**src/inc/oobrts_pkg.sv**
```systemverilog
// oobrts_pkg: shared constants for the out-of-band serial transmitter with rts policy.
// assumes a 100 MHz system clock; all rates derive from it.
package oobrts_pkg;
  // ==========================================================================
  // clock and line rates
  // ==========================================================================
  localparam int unsigned CLK_HZ = 100_000_000;
  localparam int unsigned BAUD_1200 = 1200;
  localparam int unsigned BAUD_2400 = 2400;
  localparam int unsigned BAUD_9600 = 9600;
  localparam int unsigned BAUD_19200 = 19200;
  localparam int unsigned BAUD_38400 = 38400;
  localparam int unsigned DIV_W = 17;
  // rounded to nearest whole cycle per bit
  localparam logic [DIV_W-1:0] DIV_1200 = DIV_W'((CLK_HZ + BAUD_1200 / 2) / BAUD_1200);
  localparam logic [DIV_W-1:0] DIV_2400 = DIV_W'((CLK_HZ + BAUD_2400 / 2) / BAUD_2400);
  localparam logic [DIV_W-1:0] DIV_9600 = DIV_W'((CLK_HZ + BAUD_9600 / 2) / BAUD_9600);
  localparam logic [DIV_W-1:0] DIV_19200 = DIV_W'((CLK_HZ + BAUD_19200 / 2) / BAUD_19200);
  localparam logic [DIV_W-1:0] DIV_38400 = DIV_W'((CLK_HZ + BAUD_38400 / 2) / BAUD_38400);
  // ==========================================================================
  // rate select codes
  // ==========================================================================
  localparam logic [2:0] RATE_1200 = 3'h0;
  localparam logic [2:0] RATE_2400 = 3'h1;
  localparam logic [2:0] RATE_9600 = 3'h2;
  localparam logic [2:0] RATE_19200 = 3'h3;
  localparam logic [2:0] RATE_38400 = 3'h4;
  localparam logic [2:0] RATE_RST = RATE_9600;
  localparam logic RTS_GATE_RST = 1'b0;
  // ==========================================================================
  // frame
  // ==========================================================================
  localparam int unsigned DATA_BITS = 8;
  localparam logic [3:0] LAST_BIT = 4'h9;
  localparam int unsigned FIFO_DEPTH = 16;
  // ==========================================================================
  // transmitter states
  // ==========================================================================
  typedef enum logic [2:0] {
    OOBRTS_IDLE = 3'b001,
    OOBRTS_LOAD = 3'b010,
    OOBRTS_SHIFT = 3'b100
  } oobrts_tx_state_t;
endpackage

```
**src/rtl/oobrts_fifo.sv**
```systemverilog
// oobrts_fifo: synchronous fifo with valid/ready on both sides.
// assumes single clock and synchronous active-high reset.
`timescale 1ns/1ps
`default_nettype none
module oobrts_fifo #(
  parameter int unsigned WIDTH = 8,
  parameter int unsigned DEPTH = 16
) (
  input wire logic clk_i, // system clock
  input wire logic rst_i, // sync reset
  input wire logic [WIDTH-1:0] in_data_i, // write data
  input wire logic in_valid_i, // write request
  output logic in_ready_o, // space available
  output logic [WIDTH-1:0] out_data_o, // head word
  output logic out_valid_o, // data available
  input wire logic out_ready_i // pop
);
  localparam int unsigned AW = $clog2(DEPTH);
  // ==========================================================================
  // storage and pointers
  // ==========================================================================
  logic [WIDTH-1:0] mem_r [DEPTH];
  logic [AW-1:0] wr_r, wr_nxt, rd_r, rd_nxt;
  logic [AW:0] cnt_r, cnt_nxt;
  logic push, pop;

  assign in_ready_o = (cnt_r != (AW+1)'(DEPTH));
  assign out_valid_o = (cnt_r != '0);
  assign out_data_o = mem_r[rd_r];

  always_comb begin
    push = in_valid_i && in_ready_o;
    pop = out_valid_o && out_ready_i;
    wr_nxt = push ? AW'(wr_r + 1'b1) : wr_r;
    rd_nxt = pop ? AW'(rd_r + 1'b1) : rd_r;
    cnt_nxt = cnt_r;
    if (push && !pop) begin
      cnt_nxt = (AW+1)'(cnt_r + 1'b1);
    end else if (pop && !push) begin
      cnt_nxt = (AW+1)'(cnt_r - 1'b1);
    end
  end

  always_ff @(posedge clk_i) begin
    if (rst_i) begin
      wr_r <= '0;
      rd_r <= '0;
      cnt_r <= '0;
    end else begin
      wr_r <= wr_nxt;
      rd_r <= rd_nxt;
      cnt_r <= cnt_nxt;
    end
  end

  // storage needs no reset; only words under the count are ever read
  always_ff @(posedge clk_i) begin
    if (push) begin
      mem_r[wr_r] <= in_data_i;
    end
  end
endmodule
`default_nettype wire

```
**src/rtl/oobrts_baud.sv**
```systemverilog
// oobrts_baud: bit-rate enable divider for the five line rates.
// assumes rate_i is held steady by the parent while a frame is in flight.
`timescale 1ns/1ps
`default_nettype none
module oobrts_baud
  import oobrts_pkg::*;
(
  input wire logic clk_i, // system clock
  input wire logic rst_i, // sync reset
  input wire logic run_i, // count while high
  input wire logic [2:0] rate_i, // rate select code
  output logic tick_o // one-cycle bit pulse
);
  // ==========================================================================
  // rate decode
  // ==========================================================================
  function automatic logic [DIV_W-1:0] rate_div(input logic [2:0] code);
    logic [DIV_W-1:0] d;
    d = DIV_9600;
    if (code == RATE_1200) begin
      d = DIV_1200;
    end else if (code == RATE_2400) begin
      d = DIV_2400;
    end else if (code == RATE_19200) begin
      d = DIV_19200;
    end else if (code == RATE_38400) begin
      d = DIV_38400;
    end
    return d;
  endfunction

  logic [DIV_W-1:0] cnt_r, cnt_nxt;
  logic tick_r, tick_nxt;

  assign tick_o = tick_r;

  always_comb begin
    cnt_nxt = '0;
    tick_nxt = 1'b0;
    if (run_i) begin
      if (cnt_r >= DIV_W'(rate_div(rate_i) - 1'b1)) begin
        tick_nxt = 1'b1;
      end else begin
        cnt_nxt = DIV_W'(cnt_r + 1'b1);
      end
    end
  end

  always_ff @(posedge clk_i) begin
    if (rst_i) begin
      cnt_r <= '0;
      tick_r <= 1'b0;
    end else begin
      cnt_r <= cnt_nxt;
      tick_r <= tick_nxt;
    end
  end
endmodule
`default_nettype wire

```
**src/rtl/oobrts_tx.sv**
```systemverilog
// oobrts_tx: out-of-band management port transmitter with rts policy.
// assumes firmware drives settings and bytes synchronously; the far end
// runs at the same line rate and 8n1 framing.
`timescale 1ns/1ps
`default_nettype none
module oobrts_tx
  import oobrts_pkg::*;
#(
  parameter int unsigned DEPTH = FIFO_DEPTH
) (
  input wire logic clk_i, // system clock 100 MHz
  input wire logic rst_i, // sync reset, active high
  input wire logic cfg_we_i, // settings write strobe
  input wire logic [2:0] cfg_rate_i, // rate code
  input wire logic cfg_gate_i, // rts gating enable
  input wire logic selftest_done_i, // self-test finished pulse
  input wire logic [DATA_BITS-1:0] tx_data_i, // byte to send
  input wire logic tx_valid_i, // byte offered
  output logic tx_ready_o, // byte accepted
  output logic txd_o, // serial line out
  output logic rts_o, // request to send, active high
  output logic [2:0] rate_o, // rate in effect
  output logic gate_o, // gating in effect
  output logic busy_o // frame in flight or queued
);
  // ==========================================================================
  // settings
  // ==========================================================================
  logic [2:0] rate_r, rate_nxt, pend_rate_r, pend_rate_nxt;
  logic gate_r, gate_nxt, st_done_r, st_done_nxt;
  logic pend_r, pend_nxt;

  function automatic logic rate_ok(input logic [2:0] code);
    return (code <= RATE_38400);
  endfunction

  oobrts_tx_state_t st_r, st_nxt;

  always_comb begin
    rate_nxt = rate_r;
    pend_rate_nxt = pend_rate_r;
    pend_nxt = pend_r;
    gate_nxt = gate_r;
    st_done_nxt = st_done_r;
    // rate changes are held back until the line is idle so no frame is torn
    if (cfg_we_i && rate_ok(cfg_rate_i)) begin
      pend_rate_nxt = cfg_rate_i;
      pend_nxt = 1'b1;
    end else if (pend_r && (st_r == OOBRTS_IDLE)) begin
      rate_nxt = pend_rate_r;
      pend_nxt = 1'b0;
    end
    if (cfg_we_i) begin
      gate_nxt = cfg_gate_i;
    end
    // self-test completion wins over the gating bit of a simultaneous settings write; its rate code is still taken
    if (selftest_done_i) begin
      gate_nxt = 1'b0;
      st_done_nxt = 1'b1;
    end
  end

  always_ff @(posedge clk_i) begin
    if (rst_i) begin
      rate_r <= RATE_RST;
      pend_rate_r <= RATE_RST;
      pend_r <= 1'b0;
      gate_r <= RTS_GATE_RST;
      st_done_r <= 1'b0;
    end else begin
      rate_r <= rate_nxt;
      pend_rate_r <= pend_rate_nxt;
      pend_r <= pend_nxt;
      gate_r <= gate_nxt;
      st_done_r <= st_done_nxt;
    end
  end

  // ==========================================================================
  // queue and bit clock
  // ==========================================================================
  localparam int unsigned QW = $clog2(DEPTH) + 1;
  logic [DATA_BITS-1:0] q_data;
  logic q_valid, q_pop, tick, take;
  logic [QW-1:0] occ_r, occ_nxt;
  logic ready_r, ready_nxt;

  oobrts_fifo #(
    .WIDTH(DATA_BITS),
    .DEPTH(DEPTH)
  ) u_fifo (
    .clk_i(clk_i),
    .rst_i(rst_i),
    .in_data_i(tx_data_i),
    .in_valid_i(tx_valid_i),
    .in_ready_o(),
    .out_data_o(q_data),
    .out_valid_o(q_valid),
    .out_ready_i(q_pop)
  );

  // a shadow of the queue count lets ready come from a flop while still
  // agreeing cycle for cycle with the queue's own push gating
  always_comb begin
    take = tx_valid_i && ready_r;
    occ_nxt = occ_r;
    if (take && !q_pop) begin
      occ_nxt = QW'(occ_r + 1'b1);
    end else if (q_pop && !take) begin
      occ_nxt = QW'(occ_r - 1'b1);
    end
    ready_nxt = (occ_nxt != QW'(DEPTH));
  end

  always_ff @(posedge clk_i) begin
    if (rst_i) begin
      occ_r <= '0;
      ready_r <= 1'b1;
    end else begin
      occ_r <= occ_nxt;
      ready_r <= ready_nxt;
    end
  end

  assign tx_ready_o = ready_r;

  oobrts_baud u_baud (
    .clk_i(clk_i),
    .rst_i(rst_i),
    .run_i(st_r == OOBRTS_SHIFT),
    .rate_i(rate_r),
    .tick_o(tick)
  );

  // ==========================================================================
  // transmitter
  // ==========================================================================
  logic [DATA_BITS+1:0] sh_r, sh_nxt;
  logic [3:0] bit_r, bit_nxt;
  logic txd_r, txd_nxt, rts_r, rts_nxt, busy_r, busy_nxt;

  always_comb begin
    st_nxt = st_r;
    sh_nxt = sh_r;
    bit_nxt = bit_r;
    txd_nxt = txd_r;
    q_pop = 1'b0;
    case (st_r)
      OOBRTS_IDLE: begin
        txd_nxt = 1'b1;
        if (q_valid && !pend_r) begin
          q_pop = 1'b1;
          sh_nxt = {1'b1, q_data, 1'b0};
          st_nxt = OOBRTS_LOAD;
        end
      end
      OOBRTS_LOAD: begin
        txd_nxt = sh_r[0];
        sh_nxt = {1'b1, sh_r[DATA_BITS+1:1]};
        bit_nxt = '0;
        st_nxt = OOBRTS_SHIFT;
      end
      OOBRTS_SHIFT: begin
        if (tick) begin
          if (bit_r == LAST_BIT) begin
            // stop bit has now lasted a full bit time
            st_nxt = OOBRTS_IDLE;
          end else begin
            txd_nxt = sh_r[0];
            sh_nxt = {1'b1, sh_r[DATA_BITS+1:1]};
            bit_nxt = 4'(bit_r + 1'b1);
          end
        end
      end
      default: begin
        st_nxt = OOBRTS_IDLE;
      end
    endcase
    busy_nxt = q_valid || (st_nxt != OOBRTS_IDLE);
    if (gate_r) begin
      rts_nxt = busy_nxt;
    end else begin
      rts_nxt = st_done_r || selftest_done_i;
    end
  end

  always_ff @(posedge clk_i) begin
    if (rst_i) begin
      st_r <= OOBRTS_IDLE;
      sh_r <= '1;
      bit_r <= '0;
      txd_r <= 1'b1;
      rts_r <= 1'b0;
      busy_r <= 1'b0;
    end else begin
      st_r <= st_nxt;
      sh_r <= sh_nxt;
      bit_r <= bit_nxt;
      txd_r <= txd_nxt;
      rts_r <= rts_nxt;
      busy_r <= busy_nxt;
    end
  end

  assign txd_o = txd_r;
  assign rts_o = rts_r;
  assign rate_o = rate_r;
  assign gate_o = gate_r;
  assign busy_o = busy_r;
endmodule
`default_nettype wire

```
**config.mk**
```make
export PLATFORM = sky130hd
export DESIGN_NAME = oobrts_tx
export DESIGN_NICKNAME = d
export VERILOG_FILES = /design/src/inc/oobrts_pkg.sv /design/src/rtl/oobrts_fifo.sv /design/src/rtl/oobrts_baud.sv /design/src/rtl/oobrts_tx.sv
export SDC_FILE = /design/constraint.sdc
export NUM_CORES = 1
export LEC_CHECK = 0
export CORE_MARGIN = 10
export CORE_UTILIZATION = 49
export DETAILED_ROUTE_END_ITERATION = 10
export DONT_BUFFER_PORTS = 1
export HOLD_SLACK_MARGIN = 0.1
export PLACE_DENSITY = 0.67
export SYNTH_ARGS = -nofsm -noshare
export SYNTH_HDL_FRONTEND = slang
export SYNTH_SLANG_ARGS = --single-unit
```
**constraint.sdc**
```tcl
create_clock -name clk_i -period 4.16 [get_ports clk_i]
set_clock_uncertainty 0.2 [all_clocks]
set_input_delay 0.832 -clock clk_i [delete_from_list [all_inputs] [get_ports clk_i]]
set_output_delay 0.832 -clock clk_i [all_outputs]
set_load 0.03 [all_outputs]
```
==> out/qor.yml, run 1 <==
outcome:
  outcome: "complete, no violations"
timing:
  slew_violations: 0
  setup-tns-final_ns: 0
  tightest_slew_ns: 1.02
  rsz0062_at_grt: "no"
  hold_viol: 0
  setup-violations-final: 0
  fin_crit_sh: 0.846
  maxSlewHeadroom: 0.319
  fmax_ghz: 0.284
  fin_hold_ws_ns: 0.270
  post-route-min-period_ns: 3.52
synth:
  synth_area_leaders: "edfxtp_1 (45%), dfxtp_1 (16%), mux4_2 (8.9%), ha_1 (4.5%), nor2_1 (2.6%)"
  synth_top_cell_by_area: "edfxtp_1"
  synthDistinctLibCells: 60
  ys_async_sr_fraction: 0
  seq_area_frac_synth: 0.611
  post_synth.cell_area_avg_um2: 13.6
  yosysWarnings: 0
  synth_cells: 629
  yosys_register_bits: 197
  synth_edf_count: 128
  syn_area_um2: 8560
  ys.flop_type: "edfxtp_1"
  synth_nets: 678
  yosysTopAreaCellShare: 0.449
hold_path:
  holdPathEnd: "pend_rate_r[0]$_SDFFE_PP0P_"
  whs_path_depth: 2
  min-delay-start: "pend_rate_r[0]$_SDFFE_PP0P_"
  min_path_type: "reg -> reg"
cts:
  hold_buffers: 0
  postCtsResizedCells: 0
  cts_tree: "yes"
  clk_pin_slew_ns: 0.07
  ctsHtreeMaxLevel: 4
  cts_buffers: 17
  cts_sinks: 197
  clockBufferDepth: 2
  cts-root-buf: "clkbuf_16"
  post_cts_buffers: 0
  clk_latency_ns: 0.43
power:
  power_frac_clock: 0.309
  combinationalPowerShare: 0.225
  pwr-share-seq: 0.466
  p_sw_frac: 0.293
  power.internal_w: 0.00365
  power.switching_w: 0.00151
  worst_ir_drop_vdd_mv: 0.345
  power_density_nw_per_um2: 552
  leakage_nw: 3.10
floorplanning:
  die_w_um: 152
  die_area_um2: 23200
  core_um2: 17200
  die_h_um: 152
  num_rows: 48
  start_util: 0.497
  ios: 25
setup_path:
  r2r_cells: 13
  timing.critical_path.arrival_ns: 3.60
  cp-start-kind: "flop"
  cp.required_ns: 4.24
  r2r-start: "rate_o[0]$_SDFFE_PP0P_"
  path_class: "reg -> reg"
  critPathMaxFanout: 18
  reg2reg_to: "u_baud.cnt_r[9]$_SDFF_PP0_"
  endpoint_kind: "flop"
  r2r_setup_slack_ns: 0.64
placed_design:
  gp_congestion: 0.848
  dp_hpwl_um: 11000
  placed_area_um2: 8760
  placement.io_buffers: 0
cells_and_area:
  drive_gt1_frac: 0.131
  nets: 677
  mostFrequentLayoutCell: "edfxtp_1"
  antenna_cells: 0
  final_cell_mix: "edfxtp_1 (128), dfxtp_1 (68), nor2_1 (59)"
  syn_to_final_growth_pct: 9.01
  design_area_um2: 9330
detailed_routing:
  drtIter0Drc: 295
  wl_per_cell_um: 19.0
  ant_nets: 0
  drt-vias-per-instance: 5.74
  drc_errors: 0
  first_pass_iters: 5
  vias: 4970
  drt-total-wl_um: 16400
grt:
  grt_remaining_overflow: 0
  grt_max_degree: 45
  grt_pass1_vias: 4971
  grt_util_all_layers: 0.145
  grt_pass1_wl_um: 26900
  antenna_found_initial: 0
run:
  maxCapViolations: 0
-- state kept, by name, indices dropped and copies added, names as in the netlist, 4 cells and up, named ones only --
signal / flops
u_fifo.wr_r: 4
u_fifo.rd_r: 4
u_fifo.cnt_r: 5
u_fifo.mem_r: 128
sh_r: 9
bit_r: 4
u_baud.cnt_r: 17
occ_r: 5
-- worst max-delay path by stage --
stage	start	to	slack [ns]	cells after the start
after floorplan	rate_o[2]$_SDFFE_PP0P_	u_baud.cnt_r[10]$_SDFF_PP0_	0.90	13
after global placement	rate_o[0]$_SDFFE_PP0P_	u_baud.cnt_r[13]$_SDFF_PP0_	0.80	13
after detailed placement	rate_o[0]$_SDFFE_PP0P_	u_baud.cnt_r[9]$_SDFF_PP0_	0.65	13
after CTS	rate_o[0]$_SDFFE_PP0P_	u_baud.cnt_r[9]$_SDFF_PP0_	0.62	13
after global routing	rate_o[0]$_SDFFE_PP0P_	u_baud.cnt_r[9]$_SDFF_PP0_	0.41	13
final	rate_o[0]$_SDFFE_PP0P_	u_baud.cnt_r[9]$_SDFF_PP0_	0.64	13
-- kinds of logic after synthesis --
logic type / share of synthesized area
AO/OA/AOI/OAI: 0.0554
XOR/XNOR: 0.0338
adder cells (fa/ha/maj): 0.0477
AND/OR/NAND/NOR: 0.112
multiplexers: 0.117
buffers and inverters: 0.0243
flip-flops: 0.611
-- stage by stage --
stage          setup WS (ns)  cells   util  total power [W]
6_report               0.642    866  0.541          0.00515
4_1_cts                0.624    866  0.541          0.00519
3_5_place_dp           0.655    834  0.508          0.00361
5_1_grt                0.412    866  0.541          0.00542
3_3_place_gp           0.797    834  0.508          0.00356
2_1_floorplan          0.903    629      -          0.00338
-- cell type report --
type,instances,area [µm²]
Inverter,18,70.1
Clock buffer,18,429
Tap cell,225,282
Timing Repair Buffer,8,60.1
Sequential cell,197,5230
Clock inverter,14,136
Multi-Input combinational cell,386,3130
Fill cell,1371,7910
-- per-layer routing --
metal,track usage,share of wire,vias up,wire length [µm]
met4,0.0385,0.0081,0,133
li1,-,-,2349,-
met2,0.237,0.50,127,8200
met1,0.183,0.44,2485,7160
met5,0,0,-,0
met3,0.0421,0.058,9,951
-- power groups by stage --
stage,combinational [W],sequential [W],clock (W)
CTS,0.00117,0.00240,0.00162
global route,0.00128,0.00243,0.00171
finish,0.00116,0.00240,0.00159
global placement,0.00112,0.00244,0
detailed placement,0.00116,0.00245,0
floorplan,0.00102,0.00235,0
-- synth_stat cells, drive strengths merged, types with 14 or more instances --
cell      n
ha       31
a21oi    17
dfxtp    69
xnor2    20
nor2     59
inv      18
mux2i    21
clkbuf   15
nor3     33
nand2    39
o21ai    14
edfxtp  128
mux4     34
-- critical path, cell delays in order (launching register included) --
cell and delay (ns):
dfxtp_1 0.62, and2b_1 0.25, nand2_1 0.14, nand2_1 0.15, ha_1 0.22, xor2_1 0.16
a21oi_1 0.10, ha_1 0.33, nand4_1 0.11, or4_1 0.48, o221a_2 0.14, o22ai_2 0.15
buf_4 0.25, nor3_1 0.09
Note: power is estimated with default switching activity, not from simulation.
==> run 2: changes to the inputs <==
--- a/config.mk
+++ b/config.mk
@@ -10,7 +10,7 @@
 export DETAILED_ROUTE_END_ITERATION = 10
 export DONT_BUFFER_PORTS = 1
 export HOLD_SLACK_MARGIN = 0.1
-export PLACE_DENSITY = 0.67
+export PLACE_DENSITY = 0.69
 export SYNTH_ARGS = -nofsm -noshare
 export SYNTH_HDL_FRONTEND = slang
 export SYNTH_SLANG_ARGS = --single-unit
==> constraint.sdc (replaced) <==
create_clock -name clk_i -period 3.2 [get_ports clk_i]
set_clock_uncertainty 0.2 [all_clocks]
set_input_delay 0.64 -clock clk_i [delete_from_list [all_inputs] [get_ports clk_i]]
set_output_delay 0.64 -clock clk_i [all_outputs]
set_load 0.03 [all_outputs]
==> run 2 against run 1 <==
Effect of this change:
- final area is 3.9% higher
- largest cell class unchanged
- flip-flop and latch count stayed put
- cell count is 3.8% higher
- sequential share of layout area is 2.1 points lower
- highest routed layer unchanged
- count of clock-buffer cells in the layout stayed put
- maximum frequency is 15% higher
- die area stayed put
- first-iteration DRC count is 27% higher
- combinational power is 43% higher
- via count is 1.3% higher
- largest power group unchanged
==> out/qor.yml, run 2 (synthesis results as in run 1) <==
setup_path:
  r2r_setup_slack_ns: 0.15  # -0.49 ns
  reg2reg_to: "u_baud.cnt_r[4]$_SDFF_PP0_"
  cp-start-kind: "flop"
  r2r_cells: 13  # unchanged
  startpoint: "rate_o[2]$_SDFFE_PP0P_"
  timing.critical_path.arrival_ns: 3.13  # -0.47 ns
  critPathMaxFanout: 18  # unchanged
  path_class: "reg -> reg"
  endpoint_kind: "flop"
  cp.required_ns: 3.28  # -0.96 ns
  r2r-start: "rate_o[2]$_SDFFE_PP0P_"
  cp-endpoint: "u_baud.cnt_r[4]$_SDFF_PP0_"
hold_path:
  whs_path_depth: 1  # -1
  min_path_type: "in -> reg"
placed_design:
  placed_cells: 856  # +2.6%
  placement.io_buffers: 0  # unchanged
  placed_area_um2: 8970  # +2.3%
  gp_congestion: 0.867  # +2.2%
  dp_hpwl_um: 11200  # +1.5%
cts:
  cts-root-buf: "clkbuf_16"
  ctsHtreeMaxLevel: 4  # unchanged
  clk_latency_ns: 0.43  # about the same
  cts_sinks: 197  # unchanged
  cts_tree: "yes"
  clk_pin_slew_ns: 0.07  # about the same
  clockBufferDepth: 2  # unchanged
  post_cts_buffers: 0  # unchanged
  cts_buffers: 17  # unchanged
cells_and_area:
  reg_top3: "u_fifo.mem_r x128, u_baud.cnt_r x17, sh_r x9"
  multi_input_area_um2: 3140  # +0.52%
  design_area_um2: 9700  # +3.9%
  regMostFlops: "u_fifo.mem_r"
  final_cell_mix: "edfxtp_1 (128), dfxtp_1 (66), nor2_1 (58)"
  nets: 709  # +4.7%
  finalNonFillerCells: 899  # +3.8%
  largest_reg_flops: 128  # unchanged
  fillers: 1351  # -1.5%
  mostFrequentLayoutCell: "edfxtp_1"
  syn_to_final_growth_pct: 13.3
  drive_gt1_frac: 0.172  # +0.0413
  regArea_um2: 5230  # about the same
detailed_routing:
  vias: 5035  # +1.3%
  ant_nets: 0  # unchanged
  wl_per_cell_um: 18.3  # -3.9%
  drtIter0Drc: 374  # +27%
  drt-vias-per-instance: 5.60  # -2.4%
  drc_errors: 0  # unchanged
  first_pass_iters: 4  # -1
  drt-total-wl_um: 16400  # -0.20%
power:
  worst_ir_drop_vdd_mv: 0.566  # +64%
  power_density_nw_per_um2: 712  # +29%
  leakage_nw: 3.28  # +5.9%
timing:
  maxSlewHeadroom: 0.424  # +0.105
  hold_viol: 0  # unchanged
  setup-violations-final: 0  # unchanged
  rsz0062_at_grt: "no"
  fin_crit_sh: 0.954  # +0.108
  post-route-min-period_ns: 3.05  # -0.467 ns
  fmax_ghz: 0.328  # +15%
  slew_violations: 0  # unchanged
  tightest_slew_ns: 0.861  # -0.157 ns
  setup-tns-final_ns: 0  # unchanged
floorplanning:
  die_area_um2: 23200  # unchanged
  die_h_um: 152  # unchanged
  num_rows: 48  # unchanged
  core_um2: 17200  # unchanged
  ios: 25  # unchanged
  die_w_um: 152  # unchanged
  start_util: 0.497  # unchanged
grt:
  antenna_found_initial: 1  # +1
  grt_pass1_wl_um: 26500  # -1.4%
  grt_pass1_vias: 5005  # +0.68%
  grt_util_all_layers: 0.142  # -0.00291
  grt_max_degree: 34  # -24%
  grt_remaining_overflow: 0  # unchanged
outcome:
  outcome: "complete, no violations"
run:
  maxCapViolations: 0  # unchanged
==> run 2: what timing repair did <==
action	in CTS	in global routing
resized for setup	0	6
endpoints found under the setup margin	0	19
endpoints found under the hold margin	164	0
hold buffers	10	0
==> run 2: how the worst min path moves through the flow <==
| stage | startpoint | end | slack [ns] |
|---|---|---|---|
| finish | rst_i | rate_o[1]$_SDFFE_PP1P_ | 0.12 |
| detailed placement | pend_rate_r[0]$_SDFFE_PP0P_ | pend_rate_r[0]$_SDFFE_PP0P_ | 0.26 |
| global placement | st_done_r$_SDFFE_PP0P_ | st_done_r$_SDFFE_PP0P_ | 0.25 |
| CTS | rst_i | rate_o[1]$_SDFFE_PP1P_ | 0.10 |
| global route | rst_i | txd_o$_SDFFE_PP1P_ | 0.11 |
| floorplan | pend_rate_r[1]$_SDFFE_PP1P_ | rate_o[1]$_SDFFE_PP1P_ | 0.24 |
==> run 2: per-layer routing <==
layer / GRT usage / part of all wire / up-vias
met2: 0.228 / 0.49 / 100
li1: - / - / 2428
met3: 0.0390 / 0.051 / 10
met4: 0.0394 / 0.0090 / 0
met5: 0 / 0 / -
met1: 0.184 / 0.45 / 2497
==> run 2: layout make-up <==
cell class / count / area share
Tap cell: 225 / 0.0290
Antenna cell: 1 / 0.000258
Clock buffer: 18 / 0.0443
Multi-Input combinational cell: 386 / 0.324
Inverter: 18 / 0.00723
Clock inverter: 14 / 0.0174
Timing Repair Buffer: 40 / 0.0385
Sequential cell: 197 / 0.539
==> run 2: worst max-delay path: stages (launching register included) <==
cell     delay [ns]
dfxtp_2        0.34
and2b_2        0.25
nand2_2        0.09
nand2_1        0.12
ha_2           0.21
xor2_1         0.16
a21oi_1        0.09
ha_1           0.29
nand4_1        0.09
or4_1          0.49
o221a_2        0.15
o22ai_2        0.19
buf_12         0.17
nor3_1         0.06
==> run 2: stage by stage <==
step	setup slack, ns	power, W	utilization	hold slack [ns]
6_report	0.149	0.00690	0.563	0.121
5_1_grt	0.00945	0.00726	0.563	0.106
4_1_cts	0.0782	0.00697	0.561	0.103
3_5_place_dp	0.0957	0.00479	0.520	0.261
3_3_place_gp	0.177	0.00471	0.520	0.249
2_1_floorplan	0.0898	0.00439	-	0.235
==> run 2: power by group <==
group	internal, W	switching [W]	leakage [nW]
Combinational	0.000836	0.000825	1.27
Clock	0.00118	0.000945	0.287
Sequential	0.00289	0.000228	1.72
==> run 3: changes to the inputs <==
--- a/config.mk
+++ b/config.mk
@@ -10,7 +10,7 @@
 export DETAILED_ROUTE_END_ITERATION = 10
 export DONT_BUFFER_PORTS = 1
 export HOLD_SLACK_MARGIN = 0.1
-export PLACE_DENSITY = 0.69
+export PLACE_DENSITY = 0.73
 export SYNTH_ARGS = -nofsm -noshare
 export SYNTH_HDL_FRONTEND = slang
 export SYNTH_SLANG_ARGS = --single-unit
==> run 3 against run 2 <==
Effect of this change:
- non-clock buffer count grew 9
- routed wire length increased by 4.8%
- sequential share of layout area decreased by 0.38 points
- highest routed layer unchanged
- largest cell class unchanged
==> out/qor.yml, run 3 (synthesis results as in run 1) <==
cts:
  cts_buffers: 17  # unchanged
  cts_sinks: 197  # unchanged
  clockBufferDepth: 2  # unchanged
  ctsHtreeMaxLevel: 4  # unchanged
  cts-root-buf: "clkbuf_16"
  clk_pin_slew_ns: 0.07  # about the same
  clk_latency_ns: 0.44  # about the same
  cts_tree: "yes"
run:
  maxCapViolations: 0  # unchanged
placed_design:
  dp_hpwl_um: 11300  # +0.95%
  placement.io_buffers: 0  # unchanged
  placed_area_um2: 8970  # about the same
  pre_cts_ws_ns: 0.0925  # -0.00326 ns
  gp_congestion: 0.841  # -3.0%
detailed_routing:
  vias: 5131  # +1.9%
  first_pass_iters: 4  # unchanged
  wl_per_cell_um: 19.0  # +3.9%
  drtIter0Drc: 354  # -5.3%
  drc_errors: 0  # unchanged
  ant_nets: 0  # unchanged
  drt-vias-per-instance: 5.66  # +1.0%
  drt-total-wl_um: 17200  # +4.8%
cells_and_area:
  antenna_cells: 0  # -1
  nets: 718  # +1.3%
  drive_gt1_frac: 0.188  # +0.0153
  design_area_um2: 9770  # +0.76%
  final_cell_mix: "edfxtp_1 (128), dfxtp_1 (66), nor2_1 (58)"
  largest_reg_flops: 128  # unchanged
  fin_util: 0.567  # +0.00428
  mostFrequentLayoutCell: "edfxtp_1"
  regMostFlops: "u_fifo.mem_r"
  reg_top3: "u_fifo.mem_r x128, u_baud.cnt_r x17, sh_r x9"
  syn_to_final_growth_pct: 14.2
grt:
  antenna_found_initial: 0  # -1
  grt_max_degree: 36  # +5.9%
  grt_pass1_wl_um: 28000  # +5.5%
  grt_util_all_layers: 0.151  # +0.00902
  grt_remaining_overflow: 0  # unchanged
  grt_pass1_vias: 5261  # +5.1%
hold_path:
  min_path_type: "in -> reg"
setup_path:
  slowest_delay_ns: 0.55  # +0.06 ns
  crit_slowest_cell: "or4_4"
  path_cells: "or3_1 > and2_1 > ha_1 > nand4_1 > or4_4 > o221a_4 > o22ai_4 > clkbuf_16 > nor3_1"
  path_class: "reg -> reg"
  cp.required_ns: 3.29  # about the same
  timing.critical_path.arrival_ns: 3.16  # +0.03 ns
  r2r_setup_slack_ns: 0.13  # -0.02 ns
  cp-start-kind: "flop"
  endpoint_kind: "flop"
  critPathMaxFanout: 8  # -10
timing:
  fin_crit_sh: 0.959  # +0.00512
  slew_violations: 0  # unchanged
  hold_viol: 0  # unchanged
  fmax_ghz: 0.326  # -0.53%
  post-route-min-period_ns: 3.07  # +0.0164 ns
  setup-violations-final: 0  # unchanged
  rsz0062_at_grt: "no"
  setup_slack_ns: 0.132  # -0.0164 ns
  maxSlewHeadroom: 0.386  # -0.0377
  tightest_slew_ns: 0.918  # +0.0563 ns
  setup-tns-final_ns: 0  # unchanged
power:
  worst_ir_drop_vdd_mv: 0.648  # +15%
  leakage_nw: 3.32  # +1.2%
  power_frac_clock: 0.297  # -0.011
  pwr-share-seq: 0.451  # about the same
  power.internal_w: 0.00476  # -2.9%
  p_sw_frac: 0.305  # +0.0153
  combinationalPowerShare: 0.252  # +0.011
  power_density_nw_per_um2: 701  # -1.5%
  power.switching_w: 0.00209  # +4.5%
  total_power_w: 0.00685  # -0.73%
floorplanning:
  die_w_um: 152  # unchanged
  start_util: 0.497  # unchanged
  ios: 25  # unchanged
  die_h_um: 152  # unchanged
  core_um2: 17200  # unchanged
  num_rows: 48  # unchanged
  die_area_um2: 23200  # unchanged
outcome:
  outcome: "complete, no violations"
run 3: final timing paths:
| check | endpoint | cells past startpoint | from |
|---|---|---|---|
| setup / recovery | u_baud.cnt_r[13]$_SDFF_PP0_ | 9 | rate_o[2]$_SDFFE_PP0P_ |
| hold / removal | sh_r[8]$_SDFFE_PP1P_ | 1 | rst_i |
| setup reg to reg | u_baud.cnt_r[13]$_SDFF_PP0_ | 9 | rate_o[2]$_SDFFE_PP0P_ |
| hold reg to reg | rate_o[1]$_SDFFE_PP1P_ | 1 | pend_rate_r[1]$_SDFFE_PP1P_ |
run 3: metal layers:
| metal | global-route usage | vias to the layer above | part of all wire |
|---|---|---|---|
| li1 | - | 2454 | - |
| met1 | 0.194 | 2564 | 0.45 |
| met2 | 0.240 | 93 | 0.49 |
| met3 | 0.0367 | 20 | 0.042 |
| met4 | 0.0605 | 0 | 0.014 |
| met5 | 0 | - | 0 |
run 3: timing repair:
| action | CTS | global route |
|---|---|---|
| endpoints found under the setup margin | 0 | 19 |
| hold buffers | 11 | 0 |
| gates resized for setup | 0 | 15 |
| buffers inserted | 0 | 3 |
| hold endpoints to repair | 166 | 0 |
run 3: layout make-up:
type                            count  area (µm²)
Clock buffer                       17         425
Tap cell                          225         282
Clock inverter                     15         136
Inverter                           18        70.1
Multi-Input combinational cell    386        3190
Sequential cell                   197        5230
Timing Repair Buffer               49         439
Fill cell                        1296        7470
run 3: stage by stage:
| step | std cells | hold slack [ns] |
|---|---|---|
| floorplan | 629 | 0.235 |
| global placement | 859 | 0.249 |
| detailed placement | 859 | 0.265 |
| CTS | 902 | 0.100 |
| global route | 907 | 0.117 |
| finish | 907 | 0.119 |
run 3: power groups by stage:
stage / logic [W] / clock network [W] / registers [W]
finish: 0.00173 / 0.00204 / 0.00309
global route: 0.00189 / 0.00219 / 0.00312
CTS: 0.00171 / 0.00207 / 0.00309
detailed placement: 0.00165 / 0 / 0.00314
global placement: 0.00158 / 0 / 0.00313
floorplan: 0.00133 / 0 / 0.00306
run 3: worst max-delay path, delay by kind of cell (launching register included):
kind	cells	cell delay, ns
DFF	1	0.36
adders and majority gates	1	0.29
and+or+nand+nor	5	1.48
AOI/OAI and AO/OA	2	0.40
buffers and inverters	1	0.20
